$ cat src/hdl/msd_pkg.sv
package msd_pkg;
  // uplink frame geometry, bit 1 is the first bit on air (frame msb)
  localparam int UF_MSB     = 1;
  localparam int UF_W       = 5;
  localparam int SD_FIRST   = 17;
  localparam int SD_W       = 16;
  localparam logic [4:0] UF_SURV_ALT  = 5'h04;
  localparam logic [4:0] UF_SURV_ID   = 5'h05;
  localparam logic [4:0] UF_COMMA_ALT = 5'h14;
  localparam logic [4:0] UF_COMMA_ID  = 5'h15;
  localparam logic [4:0] UF_ALLCALL   = 5'h0B;
  // designator identifier positions and codes
  localparam int DI_FIRST = 14;
  localparam int DI_W     = 3;
  localparam logic [2:0] DI_IIS0 = 3'h0;
  localparam logic [2:0] DI_MULTI = 3'h1;
  localparam logic [2:0] DI_EXT   = 3'h2;
  localparam logic [2:0] DI_SURV  = 3'h3;
  localparam logic [2:0] DI_RREQ  = 3'h7;
  // subfield positions (first bit, frame numbering)
  localparam int IIS_POS  = 17;
  localparam int MBS_POS  = 21;
  localparam int MES_POS  = 23;
  localparam int LSS_POS  = 23;
  localparam int LOS_POS  = 26;
  localparam int RCS_POS  = 24;
  localparam int RRS_POS  = 21;
  localparam int RSS_POS  = 27;
  localparam int SAS_POS  = 27;
  localparam int SIS_POS  = 17;
  localparam int TCS_POS  = 21;
  // command timers, in seconds; reference clock rate, in Hz
  localparam int T60_S    = 60;
  localparam int T120_S   = 120;
  localparam int T15_S    = 15;
  localparam int CLK_HZ   = 25000000;
  // command codes
  localparam logic [1:0] MB_RES = 2'h1;
  localparam logic [1:0] MB_CLO = 2'h2;
  localparam logic [2:0] RC_HIGH = 3'h1;
  localparam logic [2:0] RC_LOW  = 3'h2;
  localparam logic [2:0] RC_SUP60  = 3'h3;
  localparam logic [2:0] RC_SUP120 = 3'h4;
  localparam logic [1:0] SA_ALT  = 2'h1;
  localparam logic [1:0] SA_BOT  = 2'h2;
  localparam logic [2:0] TC_S15  = 3'h1;
  localparam logic [2:0] TC_S60  = 3'h2;
  localparam logic [2:0] TC_CAN  = 3'h3;
  localparam logic [3:0] BDS2_DEF = 4'h0;
  localparam logic [5:0] UM_RST   = 6'h00;
  typedef enum logic [1:0] {MSD_SQ_NORM, MSD_SQ_HIGH, MSD_SQ_LOW,
                            MSD_SQ_OFF} msd_rate_t;
  typedef enum logic [1:0] {MSD_ANT_TOP, MSD_ANT_ALT,
                            MSD_ANT_BOT} msd_ant_t;
endpackage

$ cat src/hdl/msd_decoder.sv
`timescale 1ns/1ps
module msd_decoder #(
  parameter int CLK_HZ = msd_pkg::CLK_HZ,
  parameter int NSI    = 64
) (
  input  wire logic        ref_clk,
  input  wire logic        sys_rst,
  input  wire logic        frame_valid,
  input  wire logic [55:0] frame_bits,
  input  wire logic        commb_reserved,
  input  wire logic        commc_reserved,
  input  wire logic        commd_reserved,
  output logic [4:0]       uplink_format,
  output logic             sd_valid,
  output logic [15:0]      special_designator_field,
  output logic [2:0]       designator_identifier,
  output logic [3:0]       interrogator_id_subfield,
  output logic [5:0]       surveillance_identifier_subfield,
  output logic [15:0]      allcall_lockout,
  output logic [NSI-1:0]   surv_lockout,
  output logic             allcall_lock_pulse,
  output logic             surv_lock_pulse,
  output logic [1:0]       commb_multisite_command,
  output logic [2:0]       elm_multisite_command,
  output logic             commb_reserve,
  output logic             commb_close,
  output logic             commc_reserve,
  output logic             commc_close,
  output logic             commd_reserve,
  output logic             commd_close,
  output logic [3:0]       bds2_code,
  output logic [1:0]       reservation_status_query,
  output logic [5:0]       utility_message_field,
  output logic [1:0]       squitter_rate,
  output logic [1:0]       surface_antenna,
  output logic             surface_position
);
  // timer loads in seconds
  localparam logic [6:0] S60  = 7'(msd_pkg::T60_S);
  localparam logic [6:0] S120 = 7'(msd_pkg::T120_S);
  localparam logic [6:0] S15  = 7'(msd_pkg::T15_S);
  localparam int PW = $clog2(CLK_HZ);

  // frame bit n (1-based, first on air) sits at index 56-n
  function automatic logic [15:0] fld(input logic [55:0] f, input int pos,
                                      input int w);
    logic [15:0] v;
    v = '0;
    for (int i = 0; i < 16; i++)
      if (i < w)
        v[w-1-i] = f[56-pos-i];
    return v;
  endfunction

  // format and field extraction
  // size casts trim the function result, a select on a call is illegal
  wire logic [4:0]  uf_w  = 5'(fld(frame_bits, msd_pkg::UF_MSB,
                                  msd_pkg::UF_W));
  wire logic        uf_ok = (uf_w == msd_pkg::UF_SURV_ALT) ||
                            (uf_w == msd_pkg::UF_SURV_ID) ||
                            (uf_w == msd_pkg::UF_COMMA_ALT) ||
                            (uf_w == msd_pkg::UF_COMMA_ID);
  wire logic        go    = frame_valid && uf_ok;
  wire logic [2:0]  di_w  = 3'(fld(frame_bits, msd_pkg::DI_FIRST,
                                  msd_pkg::DI_W));
  wire logic [15:0] sd_w  = fld(frame_bits, msd_pkg::SD_FIRST,
                                msd_pkg::SD_W);
  wire logic [3:0]  iis_w = 4'(fld(frame_bits, msd_pkg::IIS_POS, 4));
  wire logic [5:0]  sis_w = 6'(fld(frame_bits, msd_pkg::SIS_POS, 6));
  wire logic        los_w = frame_bits[56-msd_pkg::LOS_POS];
  wire logic        lss_w = frame_bits[56-msd_pkg::LSS_POS];
  wire logic [1:0]  mbs_w = 2'(fld(frame_bits, msd_pkg::MBS_POS, 2));
  wire logic [2:0]  mes_w = 3'(fld(frame_bits, msd_pkg::MES_POS, 3));
  wire logic [2:0]  rcs_w = 3'(fld(frame_bits, msd_pkg::RCS_POS, 3));
  wire logic [3:0]  rrs_w = 4'(fld(frame_bits, msd_pkg::RRS_POS, 4));
  wire logic [1:0]  rss_w = 2'(fld(frame_bits, msd_pkg::RSS_POS, 2));
  wire logic [1:0]  sas_w = 2'(fld(frame_bits, msd_pkg::SAS_POS, 2));
  wire logic [2:0]  tcs_w = 3'(fld(frame_bits, msd_pkg::TCS_POS, 3));

  // designator gating, identifier zero blocks multisite action
  wire logic di_iis  = (di_w == msd_pkg::DI_IIS0) ||
                       (di_w == msd_pkg::DI_MULTI) ||
                       (di_w == msd_pkg::DI_RREQ);
  wire logic d_multi = go && di_w == msd_pkg::DI_MULTI;
  wire logic d_ext   = go && di_w == msd_pkg::DI_EXT;
  wire logic d_surv  = go && di_w == msd_pkg::DI_SURV;
  wire logic d_rreq  = go && di_w == msd_pkg::DI_RREQ;
  wire logic ms_ok   = d_multi && iis_w != 4'h0;
  wire logic lock_ac = (ms_ok || (d_rreq && iis_w != 4'h0)) && los_w;
  wire logic lock_sv = d_surv && lss_w && sis_w != 6'h00;

  // multisite Comm-B and ELM command decode
  wire logic mb_res = ms_ok && mbs_w == msd_pkg::MB_RES;
  wire logic mb_clo = ms_ok && mbs_w == msd_pkg::MB_CLO;
  wire logic c_res  = ms_ok && (mes_w == 3'h1 || mes_w == 3'h5);
  wire logic c_clo  = ms_ok && (mes_w == 3'h2 || mes_w == 3'h6 ||
                                mes_w == 3'h7);
  wire logic d_res  = ms_ok && (mes_w == 3'h3 || mes_w == 3'h6);
  wire logic d_clo  = ms_ok && (mes_w == 3'h4 || mes_w == 3'h5 ||
                                mes_w == 3'h7);

  // squitter, antenna and position command strobes
  wire logic rc_new  = d_ext && rcs_w != 3'h0 &&
                       rcs_w <= msd_pkg::RC_SUP120;
  wire logic sa_new  = d_ext;
  wire logic tc_new  = d_ext && tcs_w != 3'h0 &&
                       tcs_w <= msd_pkg::TC_CAN;
  wire logic [6:0] rc_load = (rcs_w == msd_pkg::RC_SUP120) ? S120 : S60;

  // reservation status readout for the utility field
  wire logic [5:0] um_w =
    (rss_w == 2'h1) ? {4'h1, 1'b0, commb_reserved} :
    (rss_w == 2'h2) ? {4'h2, 1'b0, commc_reserved} :
    (rss_w == 2'h3) ? {4'h3, 1'b0, commd_reserved} :
    msd_pkg::UM_RST;

  // one-second prescaler
  logic [PW-1:0] pre_r;
  logic          tick_r;
  always_ff @(posedge ref_clk)
  begin
    if (sys_rst || pre_r == PW'(CLK_HZ - 1))
      pre_r <= '0;
    else
      pre_r <= pre_r + 1'b1;
    tick_r <= !sys_rst && pre_r == PW'(CLK_HZ - 1);
  end

  // second timers; command restarts, expiry reverts
  logic [6:0] rc_t_r, sa_t_r, tc_t_r;
  always_ff @(posedge ref_clk)
  begin
    if (sys_rst)
    begin
      rc_t_r <= '0;
      sa_t_r <= '0;
      tc_t_r <= '0;
      squitter_rate <= msd_pkg::MSD_SQ_NORM;
      surface_antenna <= msd_pkg::MSD_ANT_TOP;
      surface_position <= 1'b0;
    end
    else
    begin
      if (rc_new)
      begin
        rc_t_r <= rc_load;
        case (rcs_w)
          msd_pkg::RC_HIGH: squitter_rate <= msd_pkg::MSD_SQ_HIGH;
          msd_pkg::RC_LOW:  squitter_rate <= msd_pkg::MSD_SQ_LOW;
          default:          squitter_rate <= msd_pkg::MSD_SQ_OFF;
        endcase
      end
      else if (tick_r && rc_t_r != 7'h00)
      begin
        rc_t_r <= rc_t_r - 7'h01;
        if (rc_t_r == 7'h01)
          squitter_rate <= msd_pkg::MSD_SQ_NORM;
      end
      if (sa_new)
      begin
        case (sas_w)
          msd_pkg::SA_ALT:
          begin
            surface_antenna <= msd_pkg::MSD_ANT_ALT;
            sa_t_r <= S120;
          end
          msd_pkg::SA_BOT:
          begin
            surface_antenna <= msd_pkg::MSD_ANT_BOT;
            sa_t_r <= S120;
          end
          default:
          begin
            surface_antenna <= msd_pkg::MSD_ANT_TOP;
            sa_t_r <= '0;
          end
        endcase
      end
      else if (tick_r && sa_t_r != 7'h00)
      begin
        sa_t_r <= sa_t_r - 7'h01;
        if (sa_t_r == 7'h01)
          surface_antenna <= msd_pkg::MSD_ANT_TOP;
      end
      if (tc_new)
      begin
        surface_position <= tcs_w != msd_pkg::TC_CAN;
        case (tcs_w)
          msd_pkg::TC_S15: tc_t_r <= S15;
          msd_pkg::TC_S60: tc_t_r <= S60;
          default:         tc_t_r <= '0;
        endcase
      end
      else if (tick_r && tc_t_r != 7'h00)
      begin
        tc_t_r <= tc_t_r - 7'h01;
        if (tc_t_r == 7'h01)
          surface_position <= 1'b0;
      end
    end
  end

  // lockout tables indexed by interrogator code
  always_ff @(posedge ref_clk)
  begin
    if (sys_rst)
    begin
      allcall_lockout <= '0;
      surv_lockout <= '0;
    end
    else
    begin
      if (lock_ac)
        allcall_lockout[iis_w] <= 1'b1;
      if (lock_sv)
        surv_lockout[sis_w] <= 1'b1;
    end
  end

  // field and command outputs, registered per accepted frame; uplink_format on every valid frame
  always_ff @(posedge ref_clk)
  begin
    if (sys_rst)
    begin
      uplink_format <= '0;
      sd_valid <= 1'b0;
      special_designator_field <= '0;
      designator_identifier <= '0;
      interrogator_id_subfield <= '0;
      surveillance_identifier_subfield <= '0;
      allcall_lock_pulse <= 1'b0;
      surv_lock_pulse <= 1'b0;
      commb_multisite_command <= '0;
      elm_multisite_command <= '0;
      {commb_reserve, commb_close} <= 2'h0;
      {commc_reserve, commc_close, commd_reserve, commd_close} <= 4'h0;
      bds2_code <= msd_pkg::BDS2_DEF;
      reservation_status_query <= '0;
      utility_message_field <= msd_pkg::UM_RST;
    end
    else
    begin
      sd_valid <= go;
      allcall_lock_pulse <= lock_ac;
      surv_lock_pulse <= lock_sv;
      {commb_reserve, commb_close} <= {mb_res, mb_clo};
      {commc_reserve, commc_close, commd_reserve, commd_close} <=
        {c_res, c_clo, d_res, d_clo};
      if (frame_valid)
        uplink_format <= uf_w;
      if (go)
      begin
        special_designator_field <= sd_w;
        designator_identifier <= di_w;
        interrogator_id_subfield <= di_iis ? iis_w : 4'h0;
        surveillance_identifier_subfield <= d_surv ? sis_w : 6'h00;
        commb_multisite_command <= d_multi ? mbs_w : 2'h0;
        elm_multisite_command <= d_multi ? mes_w : 3'h0;
        bds2_code <= d_rreq ? rrs_w : msd_pkg::BDS2_DEF;
        reservation_status_query <= d_multi ? rss_w : 2'h0;
        utility_message_field <= d_multi ? um_w : msd_pkg::UM_RST;
      end
    end
  end
endmodule

$ cat config.mk
export PLATFORM = sky130hd
export DESIGN_NAME = msd_decoder
export DESIGN_NICKNAME = d
export VERILOG_FILES = /design/src/hdl/msd_pkg.sv /design/src/hdl/msd_decoder.sv
export SDC_FILE = /design/constraint.sdc
export NUM_CORES = 1
export LEC_CHECK = 0
export BUFFER_PORTS_ARGS = -buffer_cell sky130_fd_sc_hd__buf_2
export CAP_MARGIN = 0
export CELL_PAD_IN_SITES_DETAIL_PLACEMENT = 1
export CELL_PAD_IN_SITES_GLOBAL_PLACEMENT = 2
export CORE_MARGIN = 3
export CORE_UTILIZATION = 28
export CTS_CLUSTER_SIZE = 20
export DETAILED_ROUTE_END_ITERATION = 10
export PLACE_DENSITY = 0.79
export SLEW_MARGIN = 20
export SYNTH_ARGS = -nofsm -noshare
export SYNTH_HDL_FRONTEND = slang
export SYNTH_SLANG_ARGS = --single-unit
$ cat constraint.sdc
create_clock -name ref_clk -period 1.8 [get_ports ref_clk]
set_input_delay 0.09 -clock ref_clk [delete_from_list [all_inputs] [get_ports ref_clk]]
set_output_delay 0.09 -clock ref_clk [all_outputs]
set_load 0.01 [all_outputs]
[Word-level counts from Yosys, hierarchy flattened]
Index checks and enable logic that the tools add are counted.
Operators by class
  add/sub/neg operators: 4
  magnitude comparators: 6
  equality and inequality tests: 30
  muxes and demuxes: 34
  bitwise gates (word level): 2
  reduce and logical (&&, ||, !) cells: 58
Operator list (number)
  64-bit bitwise OR: 1
  7-bit 2-to-1 mux: 8
  1-bit logical AND: 26
  25-bit by 1-bit adder with 25-bit output, second input constant: 1
  25-bit equality test, second input constant: 1
  4-bit 2-to-1 mux: 6
  7-bit by 1-bit equality test with 1-bit output, second input constant: 3
  7-bit nonzero test: 3
  7-bit by 1-bit subtractor with 7-bit output, second input constant: 3
  3-bit by 2-bit equality test with 1-bit output, second input constant: 6
  3-bit equality test, second input constant: 6
  2-bit 2-to-1 mux: 8
  16-bit bitwise OR: 1
  1-bit logical OR: 13
  3-bit by 1-bit equality test with 1-bit output, second input constant: 4
  6-bit case mux with 2 select lines: 1
  2-bit nonzero test: 6
  5-bit by 3-bit equality test with 1-bit output, second input constant: 2
  5-bit equality test, second input constant: 2
  2-bit case mux with 2 select lines: 2
  6-bit by 7-bit less-than comparator with 1-bit output, second input constant: 1
  1-bit demux with 6-bit select: 1
  2-bit equality test, second input constant: 3
  6-bit by 1-bit >= comparator with 1-bit output, second input constant: 1
  other kinds (17): 25
Word-level totals
  flip-flop bits (word level): 192
  input bits: 62
  output and inout bits: 145
  logic and storage cells: 163

[Longest topological paths before layout]
Gate-level depths: netlist of the first run.
  depth after elaboration: 10
  depth in mapped cells: 8
  mapped depth without buffers: 6

[Worst setup path after synthesis of the first run]
Ideal clock, no wire load.
  path type: reg2reg
  from: reg rc_t_r[0]
  to: reg rc_t_r[1]
  library setup time: 0.112 ns
  arrival: 1.652 ns
  data required time: 1.688 ns
  path slack: 0.036 ns
  cell stages (with the launch flop): 6
  path buffers: 0
  clock period less this slack: 1.764 ns
  cell sequence: dfxtp_1 > inv_1 > ha_1 > or3b_2 > o21a_1 > a2111oi_1
Between the ends
  word-level cells in the longest chain between the ends: 3
  elaborated cells between the ends (all ways): 6
  those cells by class: add/sub (1); mux (2); reduce/logical (3)
RTL lines
  from (decl): line msd_decoder.sv:130  | logic [6:0] rc_t_r, sa_t_r, tc_t_r;
  from (signal assigned): line msd_decoder.sv:146  | rc_t_r <= rc_load;
  from (signal assigned): line msd_decoder.sv:155  | rc_t_r <= rc_t_r - 7'h01;
  7-bit by 1-bit subtractor with 7-bit output or 7-bit nonzero test (tied branches): line msd_decoder.sv:155, msd_decoder.sv:153
  7-bit 2-to-1 mux or 1-bit logical AND (tied branches): line msd_decoder.sv:153  | else if (tick_r && rc_t_r != 7'h00)
  7-bit 2-to-1 mux or 2-bit nonzero test (tied branches)
Parallel ways exist; a longest one is shown, timed or not. The select of a mux whose other input is x is not followed.
A chain may end at the register's enable or synchronous reset.

[Worst setup path after layout of the first run]
  from: reg pre_r[8]
  to: reg pre_r[7]
Between the ends
  word-level cells in the longest chain between the ends: 2
RTL lines
  from (decl): line msd_decoder.sv:118  | logic [PW-1:0] pre_r;
  from (signal assigned): line msd_decoder.sv:125  | pre_r <= pre_r + 1'b1;
  25-bit equality test: line msd_decoder.sv:122  | if (sys_rst || pre_r == PW'(CLK_HZ - 1))
  1-bit logical OR: line msd_decoder.sv:122
Every way passes these cells.

==> results of run 1 <==
final cells by class:
cell class	count	area, um^2	share of cell area [%]
multi-input cells	520	3380	34.8
flip-flops and latches	189	3780	39.0
well taps	330	413	4.25
clock buffers	17	425	4.38
inverters	17	63.8	0.658
repair buffers	237	1420	14.7
clock inverters	15	214	2.20
sequential cells by signal (all words and copies together) (netlist names), 3 cells and up:
register	cells
uplink_format	5
surv_lockout	64
rc_t_r	7
bds2_code	4
interrogator_id_subfield	4
special_designator_field	16
utility_message_field	3
pre_r	25
sa_t_r	7
designator_identifier	3
tc_t_r	7
surveillance_identifier_subfield	6
elm_multisite_command	3
allcall_lockout	16
timing repair:
action / CTS / global route
endpoints found under the hold margin: 15 / 0
gates resized for setup: 2 / 8
hold buffers: 13 / 0
pin swaps: 0 / 4
setup endpoints to repair: 2 / 35
layer usage:
layer,track usage [%],part of all wire [%],up-vias
met3,3.57,4.4,24
li1,-,-,3231
met2,29.0,47,162
met1,23.0,47,3293
met4,4.30,1.5,0
met5,0,0,-
critical path, stage by stage, from the launching register on:
cell	delay, ns
dfxtp_1	0.35
or4b_4	0.54
nor4_4	0.26
a41o_2	0.27
buf_12	0.16
nor2_1	0.06
power groups by stage:
stage               Sequential [uW]  Clock (uW)  Combinational [uW]
global placement               4320           0                 419
global route                   4220        4220                 487
floorplan                      4320           0                 226
detailed placement             4320           0                 424
CTS                            4220        4060                 449
finish                         4220        3960                 446
path summary, 6_finish.rpt:
check                                      startpoint                                        to  cells past startpoint
min reg2reg  special_designator_field[2]$_SDFFE_PP0P_  special_designator_field[2]$_SDFFE_PP0P_                      2
min                                    frame_bits[33]  special_designator_field[9]$_SDFFE_PP0P_                      3
max                               pre_r[8]$_SDFF_PP0_                       pre_r[7]$_SDFF_PP0_                      5
max reg2reg                       pre_r[8]$_SDFF_PP0_                       pre_r[7]$_SDFF_PP0_                      5
layout by cell type, fill, tap and decap left out, types with 16 or more instances in the layout:
cell / instances
buf_2: 170
buf_4: 51
inv_1: 16
dfxtp_1: 189
clkbuf_16: 17
nand3_1: 21
o2bb2ai_1: 63
a22oi_1: 24
a21oi_1: 63
nand2_1: 67
nor2_1: 75
cell families after synthesis:
family	count (synthesis)	share of synthesized area, %
AND/OR/NAND/NOR	264	18.3
AO/OA/AOI/OAI	214	20.8
XOR/XNOR	20	2.36
buffers and inverters	74	4.44
multiplexers	6	0.827
adder cells (fa/ha/maj)	13	2.20
other	1	0.0506
flip-flops	189	51.1
metrics by stage:
stage               setup TNS [ns]  utilization, %  worst slack, ns  instance area (um^2)  hold WS, ns
finish                           0            37.9           0.0436                  9700       0.0202
global route                -0.995            37.9          -0.0550                  9700       0.0366
CTS                              0            37.7          0.00885                  9670       0.0171
detailed placement         -0.0112            34.7          -0.0112                  8890        0.339
global placement                 0            34.7           0.0623                  8890        0.328
floorplan                        0               -           0.0356                  7420        0.226
==> impl_results.md, run 1 <==
* NumNets Final at 1057
* Leak at 0.00394 uW
* FP Rows at 58
* Core Box Area at 25600 um^2
* PwrDens at 889 nW/um^2
* Overall routed net length at 24900 um
* Post-Syn Instances at 781
* Drt wl/cell at 18.8 um
* Slew HR at 61.8%
* Root Buffer: clkbuf_16
* DR iter-0 viols at 416
* Grt ovf at 0
* Top cells by count, synth: dfxtp_1 (189), nor2_1 (75), nand2_1 (67)
* Power, Total at 8620 uW
* Buffers added on ports at 171
* First-pass GRT wire length at 39500 um
* Share of post-route cells with drive strength above 1 at 29.0%
* CTS buffer count at 17
* Post-synth top flop: dfxtp_1
* Clock Skew at 0.00959 ns
* Synthesized area at 7410 um^2
* Hpwl dp at 17300 um
* DRC Markers at 0
* CP Class: register to register
* Final ANT Viol Nets at 0
* Share of total power in the clock network at 45.9%
* Initial Utilization at 28.9%
* Fin crit period at 1.76 ns
* Arrival @ worst endpoint at 2.09 ns
* Cell Count Post-Placement at 1280
* Leading area contributor after synthesis: dfxtp_1
* Post-CTS setup buffers at 0
* Syn-to-layout area delta at 31.0%
* Achievable frequency at 0.569 GHz
* Switching part of the total at 27.1%
* Yosys warns at 0
* Final period utilization at 97.6%
* Avg Inst Size Synth at 9.49 um^2
* Vias in the first global route at 6869
* Vias/cell at 5.06
* Initial DRT Pass Iterations at 4
* Yosys reg bits at 189
* Post-route insts no fill at 1325
* Worst-case clock buffer depth at 2
* Net switching power at 2340 uW
* HP Class: primary input to register
* Filler instances at 2958
* Final setup viols at 0
* Largest net degree at the start of global routing at 94
* Reg power frac at 48.9%
* TritonCTS clock tree: yes
* Die Wd at 169 um
* FFs w/ async S/R, synth at 0%
* Post-synth EDFFs at 0
* Die Y-Extent at 169 um
* H-tree level count at 4
* Max Slew Vio Count at 0
* Antenna diodes at 0
* Comb pwr share at 5.2%
* Clk pin slew, worst setup/hold paths at 0.08 ns
* Critical path fanouts, max at 19
* Internal power at 6290 uW
* Total GRT Usage at 17.4%
* Sequential fraction of the synthesis area at 51.1%
* Initial antenna violation count at 0
* Status: finished clean
* Worst Setup Start Kind: register
* Die area at 28500 um^2
* Number of max-cap violations at 0
* Clk Latency, worst-skew pair at 0.44 ns
* Count leader, synth: dfxtp_1
* Final-report hold violation count at 0
* Gpl congestion at 0.828
* Ports at 207
* Synth top area share at 51.1%
* Worst Path Required at 2.13 ns
* Nature of the critical path endpoint: register
* Vias at 6710
* Distinct cells, synth at 66
* Worst reg-to-reg setup slack at 0.04 ns
* CTS sink count at 189
* Least-Margin Pin Slew at 0.571 ns
* Peak supply drop at 0.000521 V
* Synth top area cells: dfxtp_1 (51%), o2bb2ai_1 (7.4%), a21oi_1 (4.3%), nor2_1 (3.8%), nand2_1 (3.4%)
Power figures use the tool's default switching activity.
==> run 2: changes to the inputs <==
- CORE_MARGIN: 3 -> default
==> run 2 against run 1 <==
  * Clock skew is 0.0056 ns higher
  * Worst hold slack worse by 0.010 ns
  * Power is 0.87% higher
  * Global-route usage is 0.83 points higher
  * Die area is 4.7% lower
  * Critical endpoint is now pre_r[19]$_SDFF_PP0_
  * Highest routed layer unchanged
==> impl_results.md, run 2 (same netlist as run 1, synthesis figures left out) <==
* TritonCTS clock tree: yes
* Worst Path Required at 2.12 ns
* Largest net degree at the start of global routing at 73
* Die area at 27100 um^2
* Vias at 6648
* Multi-input combinational cell area at 3380 um^2
* Final period utilization at 95.7%
* Most frequent cells in the layout: dfxtp_1 (186), buf_2 (170), nor2_1 (75), nand2_1 (66)
* Nature of the critical path endpoint: register
* Root Buffer: clkbuf_16
* Biggest register: surv_lockout
* Worst-case clock buffer depth at 2
* H-tree level count at 4
* Overall routed net length at 24300 um
* Slew HR at 59.4%
* Antenna diodes at 0
* Vias in the first global route at 6680
* Least-Margin Pin Slew at 0.607 ns
* Die Y-Extent at 165 um
* Achievable frequency at 0.580 GHz
* Final setup viols at 0
* First-pass GRT wire length at 37800 um
* Layout Utilization at 37.6%
* DRC Markers at 0
* Critical path fanouts, max at 19
* Post-route insts no fill at 1338
* Initial DRT Pass Iterations at 4
* Launch point of the worst reg-to-reg path: pre_r[6]$_SDFF_PP0_
* Total GRT Usage at 18.2%
* Final ANT Viol Nets at 0
* Max FFs per register at 64
* Clk Latency, worst-skew pair at 0.45 ns
* Final hold slack at 0.00999 ns
* Cell Count Post-Placement at 1291
* Status: finished clean
* Arrival @ worst endpoint at 2.04 ns
* PwrDens at 891 nW/um^2
* Commonest non-fill, non-tap cell in the layout: dfxtp_1
* Worst slack, placed at 0.0224 ns
* HP Class: primary input to register
* CP Class: register to register
* Hpwl dp at 17000 um
* NumNets Final at 1065
* Sequential cell area at 3790 um^2
* Filler instances at 3049
* Max Slew Vio Count at 0
* Initial Utilization at 28.5%
* Post-CTS setup buffers at 0
* Buffers added on ports at 171
* CTS sink count at 189
* Initial antenna violation count at 0
* CP Launch Point: pre_r[6]$_SDFF_PP0_
* Worst Setup Start Kind: register
* Syn-to-layout area delta at 31.8%
* Ports at 207
* Setup_tns at 0 ns
* Critical path capture point: pre_r[19]$_SDFF_PP0_
* Core Box Area at 26000 um^2
* Number of max-cap violations at 0
* Top flop regs: surv_lockout: 64 flops, pre_r: 25 flops
* Drt wl/cell at 18.2 um
* Leak at 0.00398 uW
* Setup WS post-layout at 0.0773 ns
* Vias/cell at 4.97
* Die Wd at 165 um
* Share of post-route cells with drive strength above 1 at 29.5%
* RSZ-0062 raised after global routing: yes
* DR iter-0 viols at 407
* Grt ovf at 0
* Clk pin slew, worst setup/hold paths at 0.08 ns
* CTS buffer count at 17
* Worst reg-to-reg setup slack at 0.08 ns
* Fin crit period at 1.72 ns
* R2R depth at 5
* Gpl congestion at 0.803
* FP Rows at 59
* Peak supply drop at 0.000505 V
* Final-report hold violation count at 0
* R2R Path End: pre_r[19]$_SDFF_PP0_
* Clock Skew at 0.0152 ns
-- run 2: changes by cell type in the layout (fill, tap and decap cells not counted), moves of 2 or more --
cell	previous run	this run
inv_6	1	3
clkinv_8	9	2
dfxtp_2	0	3
dlygate4sd3_1	13	15
dfxtp_1	189	186
inv_8	3	6
buf_4	51	56
-- run 2: worst max-delay path, cell delays in order, from the launching register on --
cell     delay [ns]
dfxtp_2        0.33
or4b_4         0.54
nor4_4         0.25
a41o_2         0.27
buf_12         0.16
a21oi_1        0.06
-- run 2: how the worst min path moves through the flow --
stage | start | end | slack (ns) | depth (start not counted)
finish | frame_bits[42] | designator_identifier[2]$_SDFFE_PP0P_ | 0.01 | 3
CTS | frame_valid | uplink_format[4]$_SDFFE_PP0P_ | 0.0009 | 3
global placement | frame_bits[55] | uplink_format[4]$_SDFFE_PP0P_ | 0.33 | 3
detailed placement | frame_bits[51] | uplink_format[0]$_SDFFE_PP0P_ | 0.34 | 3
global route | frame_bits[42] | designator_identifier[2]$_SDFFE_PP0P_ | 0.02 | 3
floorplan | frame_bits[40] | designator_identifier[0]$_SDFFE_PP0P_ | 0.23 | 2
-- run 2: layout make-up --
class	count	area share (%)
repair buffers	245	15.4
clock buffers	18	4.50
multi-input cells	520	34.6
inverters	17	0.653
flip-flops and latches	189	38.8
well taps	335	4.29
clock inverters	14	1.86
-- run 2: power by group --
group | switching (uW) | internal (uW) | total (uW)
combinational | 289 | 160 | 450
clock | 1970 | 2060 | 4030
sequential | 16.6 | 4200 | 4220
total | 2270 | 6430 | 8700
-- run 2: repair_timing --
item	4_1_cts	5_1_grt
hold buffers	15	0
resized for setup	0	12
hold endpoints to repair	17	0
endpoints found under the setup margin	0	53
-- run 2: metrics by stage --
stage / cell area, um^2 / total power [uW]
after global routing: 9770 / 9030
after global placement: 8950 / 4740
after CTS: 9720 / 8800
after detailed placement: 8950 / 4740
after floorplan: 7420 / 4550
final: 9770 / 8700
-- run 2: layer usage --
layer	vias up	part of all wire (%)	GRT usage (%)
li1	3227	-	-
met1	3271	46	23.3
met2	134	48	30.4
met3	16	4.5	3.97
met4	0	1.1	5.42
met5	-	0	0
==> run 3: changes to the inputs <==
- CAP_MARGIN: 0 -> 20
- PLACE_DENSITY: 0.79 -> default
- PLACE_DENSITY_LB_ADDON: default -> 0.1
==> run 3 against run 2 <==
  * Sequential power barely moved
  * Via count rose by 0.51%
  * Clock skew fell by 0.0043 ns
  * Final cell count fell by 0.45%
  * Critical path type is now primary input to register
  * Largest power group unchanged
==> impl_results.md, run 3 (same netlist as run 1, synthesis figures left out) <==
* Commonest non-fill, non-tap cell in the layout: dfxtp_1
* Vias/cell at 5.02
* Vias in the first global route at 6989
* Achievable frequency at 0.569 GHz
* Fin crit period at 1.76 ns
* Internal power at 6290 uW
* Hpwl dp at 17900 um
* DR iter-0 viols at 294
* Launch point of the worst reg-to-reg path: tick_r$_DFF_P_
* Total GRT Usage at 18.5%
* Die area at 27100 um^2
* Arrival @ worst endpoint at 2.12 ns
* Most frequent cells in the layout: dfxtp_1 (188), buf_2 (170), nor2_1 (75), nand2_1 (67)
* Slowest library cell on the worst path: dlygate4sd3_1
* Post-placement cell area at 8890 um^2
* PwrDens at 881 nW/um^2
* Initial Utilization at 28.5%
* Design area at 9720 um^2
* Slew HR at 64.8%
* Gpl congestion at 0.779
* HP Class: primary input to register
* Least-Margin Pin Slew at 0.523 ns
* Final hold slack at 0.0209 ns
* Status: finished clean
* Switching part of the total at 26.6%
* Core Box Area at 26000 um^2
* Max FFs per register at 64
* DRC Markers at 0
* Initial antenna violation count at 0
* Max Slew Vio Count at 0
* Comb pwr share at 5.2%
* CTS buffer count at 17
* Top flop regs: surv_lockout: 64 flops, pre_r: 25 flops
* WHS Path Cells at 3
* NumNets Final at 1059
* Biggest register: surv_lockout
* R2R Path End: sa_t_r[5]$_SDFFE_PP0P_
* RSZ-0062 raised after global routing: yes
* Syn-to-layout area delta at 31.2%
* Die Y-Extent at 165 um
* First-pass GRT wire length at 38600 um
* Setup_tns at 0 ns
* H-tree level count at 4
* Hold endpoint: designator_identifier[0]$_SDFFE_PP0P_
* Largest net degree at the start of global routing at 65
* Overall routed net length at 24700 um
* Clock Skew at 0.0109 ns
* Final-report hold violation count at 0
* Initial DRT Pass Iterations at 5
* Peak supply drop at 0.000487 V
* Nature of the critical path endpoint: register
* HP Start: frame_bits[40]
* Leak at 0.00395 uW
* Buffers added on ports at 171
* CTS sink count at 189
* Critical path fanouts, max at 11
* CP Class: primary input to register
* Vias at 6682
* Reg power frac at 49.2%
* Worst Setup Start Kind: primary input
* Net switching power at 2280 uW
* Root Buffer: clkbuf_16
* Worst Path Required at 2.16 ns
* Die Wd at 165 um
* Max stage delay on crit path at 0.53 ns
* Clk pin slew, worst setup/hold paths at 0.08 ns
* R2R depth at 4
* Final setup viols at 0
* Layout Utilization at 37.4%
* CP Cell Sequence: dlygate4sd3_1 -> buf_2 -> nand4bb_4 -> nor4_2 -> nand2_1 -> o2bb2ai_1
* Ports at 207
* Drt wl/cell at 18.5 um
* TritonCTS clock tree: yes
* FP Rows at 59
* Share of post-route cells with drive strength above 1 at 29.1%
* Share of total power in the clock network at 45.6%
* Final ANT Viol Nets at 0
* Final period utilization at 97.6%
* Number of max-cap violations at 0
* Worst-case clock buffer depth at 2
* Clk Latency, worst-skew pair at 0.43 ns
* Worst reg-to-reg setup slack at 0.10 ns
* Antenna diodes at 0
* Grt ovf at 0
-- run 3: metal layers --
metal | share of wire [%] | vias to the layer above | global-route usage, %
met5 | 0 | - | 0
met4 | 1.3 | 0 | 4.84
met3 | 3.6 | 20 | 3.62
met2 | 50 | 127 | 32.4
met1 | 45 | 3306 | 22.9
li1 | - | 3229 | -
-- run 3: layout make-up --
class	instances	area [um^2]
Inverter	17	63.8
Timing Repair Buffer	239	1450
Sequential cell	189	3780
Multi-Input combinational cell	520	3380
Fill cell	3033	16300
Clock buffer	17	425
Clock inverter	15	201
Tap cell	335	419
-- run 3: what timing repair did --
item                                    4_1_cts  5_1_grt
endpoints found under the setup margin       28       69
hold endpoints to repair                     16        0
pin swaps                                     2        4
buffers inserted                              0        3
gates resized for setup                       3        8
hold buffers                                 14        0
-- run 3: worst max-delay path by stage --
stage | end | depth (start not counted) | from
after global routing | surv_lockout[57]$_SDFFE_PP0P_ | 6 | frame_bits[53]
final | surv_lockout[50]$_SDFFE_PP0P_ | 6 | frame_bits[53]
after detailed placement | tc_t_r[4]$_SDFFE_PP0P_ | 6 | tc_t_r[0]$_SDFFE_PP0P_
after floorplan | rc_t_r[1]$_SDFFE_PP0P_ | 5 | rc_t_r[0]$_SDFFE_PP0P_
after CTS | rc_t_r[1]$_SDFFE_PP0P_ | 5 | rc_t_r[1]$_SDFFE_PP0P_
after global placement | tc_t_r[5]$_SDFFE_PP0P_ | 6 | tc_t_r[0]$_SDFFE_PP0P_
-- run 3: power by group through the flow --
stage	Combinational (uW)	Clock, uW	Sequential [uW]
floorplan	226	0	4320
global placement	415	0	4320
detailed placement	424	0	4320
CTS	451	4050	4220
global route	487	4230	4220
finish	445	3910	4220
-- run 3: stage by stage --
stage / setup WS, ns / total power (uW) / cells
after floorplan: 0.0356 / 4550 / 783
after global placement: 0.00434 / 4730 / 1283
after detailed placement: -0.144 / 4740 / 1283
after CTS: 0.00541 / 8720 / 1329
after global routing: -0.0943 / 8940 / 1332
final: 0.0431 / 8570 / 1332
-- run 3: critical path: cells and delay by family --
family | cells | cell delay, ns
AO/OA/AOI/OAI | 1 | 0.25
buffers and inverters | 2 | 0.68
AND/OR/NAND/NOR | 3 | 1.09
